## config.mk

```make
export PLATFORM = sky130hd
export DESIGN_NAME = iar_resolver
export DESIGN_NICKNAME = d
export VERILOG_FILES = /design/src/verilog/iar_pkg.sv /design/src/verilog/iar_reloc_add.sv /design/src/verilog/iar_resolver.sv
export SDC_FILE = /design/constraint.sdc
export NUM_CORES = 1
export LEC_CHECK = 0
export ABC_AREA = 1
export BUFFER_PORTS_ARGS = -buffer_cell sky130_fd_sc_hd__clkbuf_2
export CORE_MARGIN = 10
export CORE_UTILIZATION = 46
export DETAILED_ROUTE_END_ITERATION = 16
export PLACE_DENSITY = 0.67
export RECOVER_POWER = 50
export SLEW_MARGIN = 10
export SYNTH_ARGS = -nofsm -noshare
export SYNTH_HDL_FRONTEND = slang
export SYNTH_HIERARCHICAL = 1
export SYNTH_SLANG_ARGS = --single-unit
```

## constraint.sdc

```tcl
create_clock -name clk -period 4.2 [get_ports clk]
set_input_delay 0 -clock clk [delete_from_list [all_inputs] [get_ports clk]]
set_output_delay 0 -clock clk [all_outputs]
set_load 0.02 [all_outputs]
```

## src/verilog/iar_pkg.sv

```systemverilog
// What this block does
// - Indirect when current relocation flag asks
// - Branch-link-indirect operand names a control word unless on the I/O path or indirectAllowed is clear
// - I/O channel addresses never go indirect
// - Control words word aligned, protection checked
// - Examine flags byte before using address
// - Ignore top four flag bits
// - Trail examined only when absence, chain clear
// - Set trail cleared and flags written back
// - Write-back obeys protection, suppressed if denied
// - Absence clear: interpret flags and address
// - Absence set: raise indirect addressing exception
// - Store control word address at 18C bits 8-31
// - Leave top byte of 18C untouched
// - Relative clear means absolute address field
// - Relative set converts field to absolute
// - Chain bit ignored when absence set
// - Chain clear ends walk, object reached
// - Indexed format adds index after chain
// - Chain set fetches next control word
// - Low 24 bits hold the address
// - Ninth level request raises specification exception
// - First level relocation from relocation flags
//
// Purpose: constants and carrier types for the indirect address resolver
// Assumes: flag bit n of a byte is bit 7-n (bit 0 is most significant)
// Notes:   addresses are 24-bit absolute byte addresses
package iar_pkg;

  localparam int ADDR_W     = 24;
  localparam int WORD_W     = 32;
  localparam int MAX_LEVELS = 8;
  localparam int LEVEL_W    = 4;

  // flag bit numbers, most significant first
  localparam int CW_T_BIT = 4;
  localparam int CW_A_BIT = 5;
  localparam int CW_R_BIT = 6;
  localparam int CW_I_BIT = 7;
  localparam int RR_RI_BIT = 3;
  localparam int RR_DEST_IND_BIT = 4;
  localparam int RR_RD_BIT = 5;
  localparam int RR_IO_BIT = 6;
  localparam int RR_ORIG_REL_BIT = 7;

  localparam logic [ADDR_W-1:0] ABSENCE_REC_ADDR = 24'h00018c;
  localparam logic [3:0]        BE_FLAGS_BYTE    = 4'h8;
  localparam logic [3:0]        BE_ADDR_BYTES    = 4'h7;
  localparam logic [3:0]        BE_FULL_WORD     = 4'hf;
  localparam logic [7:0]        FLAGS_RESET      = 8'h00;

  typedef struct packed {
    logic [ADDR_W-1:0] addr;        // D+(B), before relocation
    logic [ADDR_W-1:0] relocOffset;
    logic [7:0]        relocFlags;
    logic              isBranchLinkIndirect;
    logic              useDestination; // 1: destination operand, 0: origin
    logic              indirectAllowed;
    logic              ioPath;
    logic              indexed;
    logic [ADDR_W-1:0] indexValue;
  } iar_req_t;

  typedef struct packed {
    logic [ADDR_W-1:0] addr;
    logic              newRelInstr;   // for branch-link-indirect: new RI value
    logic              absenceExc;
    logic              specExc;
    logic              protExc;
    logic              wbDenied;
    logic [LEVEL_W-1:0] levels;
  } iar_resp_t;

endpackage : iar_pkg

```

## src/verilog/iar_reloc_add.sv

```systemverilog
// Purpose: relative-to-absolute conversion and index add
// Assumes: addition wraps modulo the address width
// Notes:   purely combinational; caller registers the result
`timescale 1ns/1ps
module iar_reloc_add #(
  parameter int WIDTH = iar_pkg::ADDR_W
) (
  // operands
  input  wire logic [WIDTH-1:0] base,
  input  wire logic [WIDTH-1:0] offset,
  input  wire logic             relative,
  input  wire logic [WIDTH-1:0] index,
  input  wire logic             indexed,
  // result
  output logic      [WIDTH-1:0] conv,
  output logic      [WIDTH-1:0] convIndexed
);
  initial begin
    if (WIDTH < 3) $error("iar_reloc_add: WIDTH too small");
  end

  always_comb begin
    conv        = relative ? WIDTH'(base + offset) : base;
    convIndexed = indexed ? WIDTH'(conv + index) : conv;
  end
endmodule // iar_reloc_add

```

## src/verilog/iar_resolver.sv

```systemverilog
// Purpose: walk indirect address control word chains to a final address
// Assumes: storage answers each request with one memAck pulse, plus a
//          protection denial flag in the same cycle
// Notes:   one request at a time; reqReady only while idle
`timescale 1ns/1ps
module iar_resolver #(
  parameter int MAX_LEVELS = iar_pkg::MAX_LEVELS
) (
  // clock and reset
  input  wire logic                        clk,
  input  wire logic                        rst_b,
  // execution side
  input  wire logic                        reqValid,
  input  wire iar_pkg::iar_req_t           req,
  output logic                             reqReady,
  output logic                             respValid,
  output iar_pkg::iar_resp_t               resp,
  // main storage through protection
  output logic                             memReq,
  output logic                             memWe,
  output logic [iar_pkg::ADDR_W-1:0]       memAddr,
  output logic [iar_pkg::WORD_W-1:0]       memWdata,
  output logic [3:0]                       memByteEn,
  input  wire logic                        memAck,
  input  wire logic [iar_pkg::WORD_W-1:0]  memRdata,
  input  wire logic                        memProtDeny
);
  initial begin
    if (MAX_LEVELS < 1 || MAX_LEVELS >= (1 << iar_pkg::LEVEL_W))
      $error("iar_resolver: MAX_LEVELS out of range");
  end

  localparam int AW = iar_pkg::ADDR_W;
  localparam int LW = iar_pkg::LEVEL_W;

  // bit n of a flags byte, numbered from the most significant end
  function automatic logic flagBit(input logic [7:0] flags, input int n);
    flagBit = flags[7-n];
  endfunction

  typedef enum logic [4:0] {
    ST_IDLE  = 5'h01,
    ST_READ  = 5'h02,
    ST_WBACK = 5'h04,
    ST_EXREC = 5'h08,
    ST_DONE  = 5'h10
  } iar_state_t;

  iar_state_t                 state_reg, state_next;
  logic [AW-1:0]              ptr_reg;
  logic [iar_pkg::LEVEL_W-1:0] level_reg;
  logic [7:0]                 cwFlags_reg;
  logic [AW-1:0]              cwAddr_reg;
  logic [AW-1:0]              offset_reg;
  logic [AW-1:0]              index_reg;
  logic                       indexed_reg;
  iar_pkg::iar_resp_t         resp_reg;

  // decode of the word just read; bits 0-3 never looked at
  logic [7:0]    rdFlags;
  logic [AW-1:0] rdAddr;
  logic          rdAbsent, rdRel, rdChain, rdTrail;
  assign rdFlags  = memRdata[31:24];
  assign rdAddr   = memRdata[AW-1:0];
  assign rdAbsent = flagBit(rdFlags, iar_pkg::CW_A_BIT);
  assign rdRel    = flagBit(rdFlags, iar_pkg::CW_R_BIT);
  assign rdChain  = flagBit(rdFlags, iar_pkg::CW_I_BIT);
  assign rdTrail  = flagBit(rdFlags, iar_pkg::CW_T_BIT);

  // first level: relocation and indirection choice
  logic          firstRel, goIndirect;
  logic [AW-1:0] firstAddr, firstIndexed;
  always_comb begin
    if (req.isBranchLinkIndirect)
      firstRel = flagBit(req.relocFlags, iar_pkg::RR_RI_BIT);
    else if (req.useDestination)
      firstRel = flagBit(req.relocFlags, iar_pkg::RR_RD_BIT);
    else
      firstRel = flagBit(req.relocFlags, iar_pkg::RR_ORIG_REL_BIT);
    if (req.ioPath || !req.indirectAllowed)
      goIndirect = 1'b0;
    else if (req.isBranchLinkIndirect)
      goIndirect = 1'b1;
    else if (req.useDestination)
      goIndirect = flagBit(req.relocFlags, iar_pkg::RR_DEST_IND_BIT);
    else
      goIndirect = flagBit(req.relocFlags, iar_pkg::RR_IO_BIT);
  end

  iar_reloc_add #(.WIDTH(AW)) u_first (
    .base        (req.addr),
    .offset      (req.relocOffset),
    .relative    (firstRel),
    .index       (req.indexValue),
    .indexed     (req.indexed),
    .conv        (firstAddr),
    .convIndexed (firstIndexed)
  );

  // chain level: address field under control of its own relative bit
  logic [AW-1:0] cwConv, cwFinal;
  iar_reloc_add #(.WIDTH(AW)) u_chain (
    .base        (rdAddr),
    .offset      (offset_reg),
    .relative    (rdRel),
    .index       (index_reg),
    .indexed     (indexed_reg),
    .conv        (cwConv),
    .convIndexed (cwFinal)
  );

  logic accept, rdDone, wrDone;
  assign accept = reqValid && reqReady;
  assign rdDone = (state_reg == ST_READ) && memAck;
  assign wrDone = ((state_reg == ST_WBACK) || (state_reg == ST_EXREC)) && memAck;

  // sequencing
  always_comb begin
    state_next = state_reg;
    case (state_reg)
      ST_IDLE: begin
        if (accept)
          state_next = (goIndirect && firstAddr[1:0] == 2'b00) ? ST_READ : ST_DONE;
      end
      ST_READ: begin
        if (memAck) begin
          if (memProtDeny)
            state_next = ST_DONE;
          else if (rdAbsent)
            state_next = ST_EXREC;
          else if (rdChain)
            state_next = (level_reg >= LW'(MAX_LEVELS) ||
                          cwConv[1:0] != 2'b00) ? ST_DONE : ST_READ;
          else if (rdTrail)
            state_next = ST_WBACK;
          else
            state_next = ST_DONE;
        end
      end
      ST_WBACK: begin
        if (memAck)
          state_next = ST_DONE;
      end
      ST_EXREC: begin
        if (memAck)
          state_next = ST_DONE;
      end
      ST_DONE:  state_next = ST_IDLE;
      default:  state_next = ST_IDLE;
    endcase
  end

  always_ff @(posedge clk) begin
    if (!rst_b)
      state_reg <= ST_IDLE;
    else
      state_reg <= state_next;
  end

  // walk pointer, level count and captured request context
  always_ff @(posedge clk) begin
    if (!rst_b) begin
      ptr_reg     <= '0;
      level_reg   <= '0;
      offset_reg  <= '0;
      index_reg   <= '0;
      indexed_reg <= 1'b0;
    end else if (accept) begin
      ptr_reg     <= firstAddr;
      level_reg   <= LW'(1);
      offset_reg  <= req.relocOffset;
      index_reg   <= req.indexValue;
      indexed_reg <= req.indexed;
    end else if (rdDone && !memProtDeny && !rdAbsent && rdChain) begin
      ptr_reg   <= cwConv;
      level_reg <= level_reg + LW'(1);
    end
  end

  // last control word held for the trail write-back
  always_ff @(posedge clk) begin
    if (!rst_b) begin
      cwFlags_reg <= iar_pkg::FLAGS_RESET;
      cwAddr_reg  <= '0;
    end else if (rdDone) begin
      cwFlags_reg <= rdFlags;
      cwAddr_reg  <= rdAddr;
    end
  end

  // result; cleared on every new request so stale flags never leak
  always_ff @(posedge clk) begin
    if (!rst_b) begin
      resp_reg <= '0;
    end else if (accept) begin
      resp_reg          <= '0;
      resp_reg.addr     <= firstIndexed;
      resp_reg.specExc  <= goIndirect && firstAddr[1:0] != 2'b00;
      resp_reg.newRelInstr <= flagBit(req.relocFlags, iar_pkg::RR_RI_BIT);
    end else if (rdDone) begin
      resp_reg.levels <= level_reg;
      if (memProtDeny) begin
        resp_reg.protExc <= 1'b1;
      end else if (rdAbsent) begin
        resp_reg.absenceExc <= 1'b1;
      end else if (rdChain) begin
        if (level_reg >= LW'(MAX_LEVELS) || cwConv[1:0] != 2'b00)
          resp_reg.specExc <= 1'b1;
      end else begin
        resp_reg.addr        <= cwFinal;
        resp_reg.newRelInstr <= rdRel;
      end
    end else if (state_reg == ST_WBACK && memAck) begin
      resp_reg.wbDenied <= memProtDeny;
    end
  end

  // storage requests: read, trail write-back, absence record
  always_comb begin
    memReq    = 1'b0;
    memWe     = 1'b0;
    memAddr   = ptr_reg;
    memWdata  = '0;
    memByteEn = iar_pkg::BE_FULL_WORD;
    case (state_reg)
      ST_READ: begin
        memReq = 1'b1;
      end
      ST_WBACK: begin
        memReq    = 1'b1;
        memWe     = 1'b1;
        memWdata  = {cwFlags_reg & ~(8'h80 >> iar_pkg::CW_T_BIT), cwAddr_reg};
        memByteEn = iar_pkg::BE_FLAGS_BYTE;
      end
      ST_EXREC: begin
        memReq    = 1'b1;
        memWe     = 1'b1;
        memAddr   = iar_pkg::ABSENCE_REC_ADDR;
        memWdata  = {8'h00, ptr_reg};
        memByteEn = iar_pkg::BE_ADDR_BYTES;
      end
      default: ;
    endcase
  end

  assign reqReady  = (state_reg == ST_IDLE);
  assign respValid = (state_reg == ST_DONE);
  assign resp      = resp_reg;

  // checks
  a_wb_trail_clear: assert property (@(posedge clk) disable iff (!rst_b)
    memReq && memWe && state_reg == ST_WBACK |->
      !memWdata[31-iar_pkg::CW_T_BIT] && memByteEn == 4'h8
      && memWdata[31:24] == (cwFlags_reg & 8'hf7) && cwFlags_reg[7-iar_pkg::CW_T_BIT])
    else $error("trail write-back word wrong");

  a_absence_record: assert property (@(posedge clk) disable iff (!rst_b)
    rdDone && !memProtDeny && rdAbsent |=>
      memReq && memWe && memAddr == 24'h00018c && memByteEn == 4'h7
      && memWdata[23:0] == $past(ptr_reg))
    else $error("absence record not issued");

  a_absence_resp: assert property (@(posedge clk) disable iff (!rst_b)
    rdDone && !memProtDeny && rdAbsent |=> ##[0:40] respValid && resp.absenceExc)
    else $error("absence exception not raised");

  a_io_direct: assert property (@(posedge clk) disable iff (!rst_b)
    accept && req.ioPath |=> respValid && !memReq)
    else $error("i/o address went indirect");

  a_bli_indirect: assert property (@(posedge clk) disable iff (!rst_b)
    accept && req.isBranchLinkIndirect && !req.ioPath && req.indirectAllowed
      && firstAddr[1:0] == 2'b00 |=> memReq && !memWe)
    else $error("branch-link-indirect did not fetch");

  a_level_limit: assert property (@(posedge clk) disable iff (!rst_b)
    rdDone && !memProtDeny && !rdAbsent && rdChain && level_reg == 4'(MAX_LEVELS)
      |=> respValid && resp.specExc)
    else $error("chain limit not enforced");

  a_no_wb_on_chain: assert property (@(posedge clk) disable iff (!rst_b)
    rdDone && (rdAbsent || rdChain) |=> state_reg != ST_WBACK)
    else $error("trail acted on while ignored");

  a_wb_before_done: assert property (@(posedge clk) disable iff (!rst_b)
    rdDone && !memProtDeny && !rdAbsent && !rdChain && rdTrail
      |=> state_reg == ST_WBACK ##[1:40] respValid)
    else $error("result before write-back");

  a_read_aligned: assert property (@(posedge clk) disable iff (!rst_b)
    memReq && !memWe |-> memAddr[1:0] == 2'b00)
    else $error("unaligned control word read");

  a_final_addr: assert property (@(posedge clk) disable iff (!rst_b)
    rdDone && !memProtDeny && !rdAbsent && !rdChain && !rdTrail
      |=> respValid && resp.addr == $past(cwFinal))
    else $error("final address wrong");

  // storage handshake, early exits and result pulse
  a_req_stable: assert property (@(posedge clk) disable iff (!rst_b)
    memReq && !memAck |=> memReq && $stable(memAddr) && $stable(memWe) && $stable(memWdata))
    else $error("storage request changed before acknowledge");

  a_first_read: assert property (@(posedge clk) disable iff (!rst_b)
    accept && goIndirect && firstAddr[1:0] == 2'b00 |=> memReq && memAddr == $past(firstAddr))
    else $error("first control word address wrong");

  a_misalign_spec: assert property (@(posedge clk) disable iff (!rst_b)
    accept && goIndirect && firstAddr[1:0] != 2'b00 |=> respValid && resp.specExc && !memReq)
    else $error("misaligned control word not refused");

  a_direct_index: assert property (@(posedge clk) disable iff (!rst_b)
    accept && !goIndirect |=> respValid && resp.addr == $past(firstIndexed))
    else $error("direct address wrong");

  a_prot_read_end: assert property (@(posedge clk) disable iff (!rst_b)
    rdDone && memProtDeny |=> respValid && resp.protExc && !memReq)
    else $error("refused read did not end the walk");

  a_wb_denied: assert property (@(posedge clk) disable iff (!rst_b)
    wrDone && state_reg == ST_WBACK && memProtDeny |=> respValid && resp.wbDenied)
    else $error("refused write-back not flagged");

  a_absent_no_chain: assert property (@(posedge clk) disable iff (!rst_b)
    rdDone && !memProtDeny && rdAbsent |=> state_reg == ST_EXREC && ptr_reg == $past(ptr_reg))
    else $error("chain followed from an absent word");

  a_trail_kept: assert property (@(posedge clk) disable iff (!rst_b)
    rdDone && !memProtDeny && !rdAbsent && !rdChain && !rdTrail |=> state_reg == ST_DONE)
    else $error("clear trail bit written back");

  a_resp_pulse: assert property (@(posedge clk) disable iff (!rst_b)
    respValid |=> !respValid && reqReady)
    else $error("result pulse longer than one cycle");

  c_chain_two: cover property (@(posedge clk) disable iff (!rst_b)
    rdDone && rdChain && !rdAbsent ##[1:20] rdDone && !rdChain);
  c_trail_wb: cover property (@(posedge clk) disable iff (!rst_b)
    state_reg == ST_WBACK && memAck);
  c_absence: cover property (@(posedge clk) disable iff (!rst_b)
    state_reg == ST_EXREC && memAck);
  c_spec: cover property (@(posedge clk) disable iff (!rst_b)
    respValid && resp.specExc);
  c_wb_denied: cover property (@(posedge clk) disable iff (!rst_b)
    respValid && resp.wbDenied);
endmodule // iar_resolver

```

==> results.yml <==
setup_path:
  cpMaxStageDelayCell: "dlygate4sd3_1"
  cpMostUsedCell: "nand2_1"
  cp_max_fo: 5
  arrival_ns: 4.28
  reg2reg_slack_ns: 0.33
  r2r-start: "offset_reg[0]"
  r2r-end: "resp[28]"
  r2r_cells: 21
  crit_chain: "dlygate4sd3_1 > clkbuf_2 > ha_1 > fa_1 > nand2_1 > nand3_1 > and2_2 > nand2_1 > nand3_1 > nand2_1 > nand2_1 > a21boi_0 > ha_1 > nand2_1 > nor2_1 > a21oi_1 > nand3_1 > nand2_1 > nand3_1 > inv_1 > nand2_1 > nand2_1 > nand2_1 > a31oi_1"
  crit_path_start: "req[37]"
  worstSetupStartpointType: "input pin"
  slowest_delay_ns: 0.53
  crit_required_ns: 4.56
  critical_path_class: "in2reg"
  crit_path_end: "resp[32]"
  crit_path_end_kind: "flip-flop"
run_status:
  status: "finished, violations left"
  violations: "capacitance limit, slew limit"
final_layout:
  drive_gt1_frac: 0.110
  utilization: 0.549
  syn_to_final_growth_pct: 18.5
  mostFrequentLayoutCell: "nand2_1"
  diodes: 0
  final_cell_mix: "nand2_1 (768), inv_1 (314), nand3_1 (195)"
  finalInstanceArea_sq_um: 16700
  largest_reg_flops: 33
  layout.nets: 2883
timing:
  rsz0062_at_grt: "no"
  fin_crit_sh: 0.933
  setup_viol: 0
  hold_viol: 0
  fin_skew_ns: 0.0125
  tightest_slew_ns: 2.28
  fin_crit_ns: 3.92
  fmaxAchievable_mhz: 255
  tns_ns: 0
  drv_slew: 115
  relSlewSlack: -0.521
  fin_ws_ns: 0.283
global_routing:
  grt_pass1_wl_mm: 88.4
  grt_pass1_vias: 15543
  grt_max_degree: 67
  antenna_found_initial: 0
  grtUsageTotal: 0.292
  grt.overflow.total: 0
die:
  start_util: 0.463
  io_pins: 219
  row_count: 64
  die_w_um: 195
  core_area_sq_um: 30400
  die_h_um: 195
  fp.dieArea_sq_um: 38000
clock_network:
  post_cts_buffers: 0
  clk_latency_ns: 0.44
  cts.reportedPaths.clkPinSlew_ns: 0.06
  clock-sinks: 146
  cts_tree: "yes"
  cts_buffers: 17
  clock_tree.root_cell: "clkbuf_16"
  clockBufferDepth: 2
  cts_htree_levels: 4
route:
  drc: 0
  viasPerCell: 5.40
  wl_per_cell_um: 18.9
  wl_mm: 58.0
  vias: 16546
  ant_nets: 0
  drt_iter0_drc: 1466
  met2_length_mm: 25.5
  met3_length_mm: 4.64
  maxUsedRoutingLayer: "met4"
  dr.pass1.iters: 6
  wl_met1_mm: 25.9
power_and_ir_drop:
  pwr-share-comb: 0.525
  clkPwrFrac: 0.232
  cellPowerDensity_nw_per_um2: 439
  power.leakage_nw: 8.51
  p_sw_frac: 0.472
  p_int_mw: 3.87
  pwr-share-seq: 0.243
  ir_worst_vdd_v: 0.000299
  p_switching_mw: 3.46
synthesis:
  synth_cell_types: 49
  synth-seq-cells: 146
  ys_seq_area_frac: 0.207
  syn_area_sq_um: 14100
  synth_flop_cell: "dfxtp_1"
  synth_nets: 2627
  avgSynthCellArea_sq_um: 5.88
  synth.yosys.warnings: 6
  ys_async_sr_fraction: 0
  synth-edff-count: 0
  syn_inst: 2399
placed_design:
  dpl-instance-area_sq_um: 15400
  post-place-ws_ns: 0.454
  place.gp.congestion: 1.02
  io_buffers: 214
  hpwl_mm: 47.1
worst_hold_path:
  hp-class: "in2reg"
run:
  max_cap_viol_count: 3
==> stage by stage <==
stage          power [mW]  std cells  hold slack [ns]
5_1_grt              7.81       3064           0.0280
3_3_place_gp         5.52       2955            0.258
3_5_place_dp         5.55       2955            0.263
6_report             7.33       3064           0.0391
4_1_cts              7.31       3064           0.0124
2_1_floorplan        4.38       2399            0.143
==> routing by layer <==
metal	track usage	vias up
met5	0	-
met4	0.107	0
met3	0.0531	75
met2	0.462	643
met1	0.388	7573
li1	-	8255
==> how the worst min path moves through the flow <==
stage	from	to	slack, ns	depth (start not counted)
after detailed placement	req[51]	offset_reg[14]	0.26	3
after global routing	memRdata[18]	cwAddr_reg[18]	0.03	3
after CTS	memRdata[19]	cwAddr_reg[19]	0.01	3
after global placement	req[51]	offset_reg[14]	0.26	3
after floorplan	memRdata[24]	cwFlags_reg[0]	0.14	2
final	memRdata[20]	cwAddr_reg[20]	0.04	3
==> kinds of logic after synthesis <==
family	Yosys count	synth area share
other	1	0.000266
AOI/OAI and AO/OA	396	0.156
xor gates and xnor gates	34	0.0211
and+or+nand+nor	1313	0.401
adders and majority gates	106	0.0962
buffers and inverters	403	0.118
DFF	146	0.207
==> Yosys cell counts (11+ instances only) <==
cell | instances | area share
xnor2_1 | 22 | 0.014
nor2_2 | 12 | 0.0053
buf_2 | 20 | 0.0071
o22ai_1 | 24 | 0.011
o21ai_0 | 104 | 0.037
a21oi_1 | 174 | 0.062
and2_1 | 12 | 0.0053
nand4_1 | 40 | 0.018
xor2_1 | 12 | 0.0075
o21ai_1 | 11 | 0.0039
or2_2 | 20 | 0.0089
a31oi_1 | 31 | 0.014
nand2_2 | 26 | 0.012
inv_1 | 312 | 0.083
nand3_1 | 195 | 0.069
nor2_1 | 191 | 0.051
ha_1 | 102 | 0.091
nand2_1 | 767 | 0.20
dfxtp_1 | 146 | 0.21
buf_4 | 15 | 0.0080
clkbuf_1 | 33 | 0.0088
==> area by class of cell <==
cell class              instances  area [sq um]
well taps                     396           495
fillers                      3188         13700
flip-flops and latches        146          2920
repair buffers                320          1970
multi-input cells            1850          9470
clock inverters                11           174
inverters                     320          1200
clock buffers                  21           470
==> power by group through the flow <==
stage               clock [mW]  sequential [mW]  combinational, mW
finish                    1.70             1.78               3.85
global route              1.76             1.80               4.24
CTS                       1.71             1.78               3.82
detailed placement           0             1.81               3.74
global placement             0             1.80               3.72
floorplan                    0             1.80               2.58
==> what timing repair did <==
action / 4_1_cts / 5_1_grt
hold endpoints to repair: 80 / 0
hold buffers: 77 / 0
gates resized for setup: 0 / 0
==> critical path: cells and delay by family <==
kind / cells / cell delay [ns]
AO/OA/AOI/OAI: 3 / 0.90
adder cells (fa/ha/maj): 3 / 1.13
buffers and inverters: 3 / 0.75
AND/OR/NAND/NOR: 15 / 1.52
No activity file was read; power rests on OpenSTA's default activity.
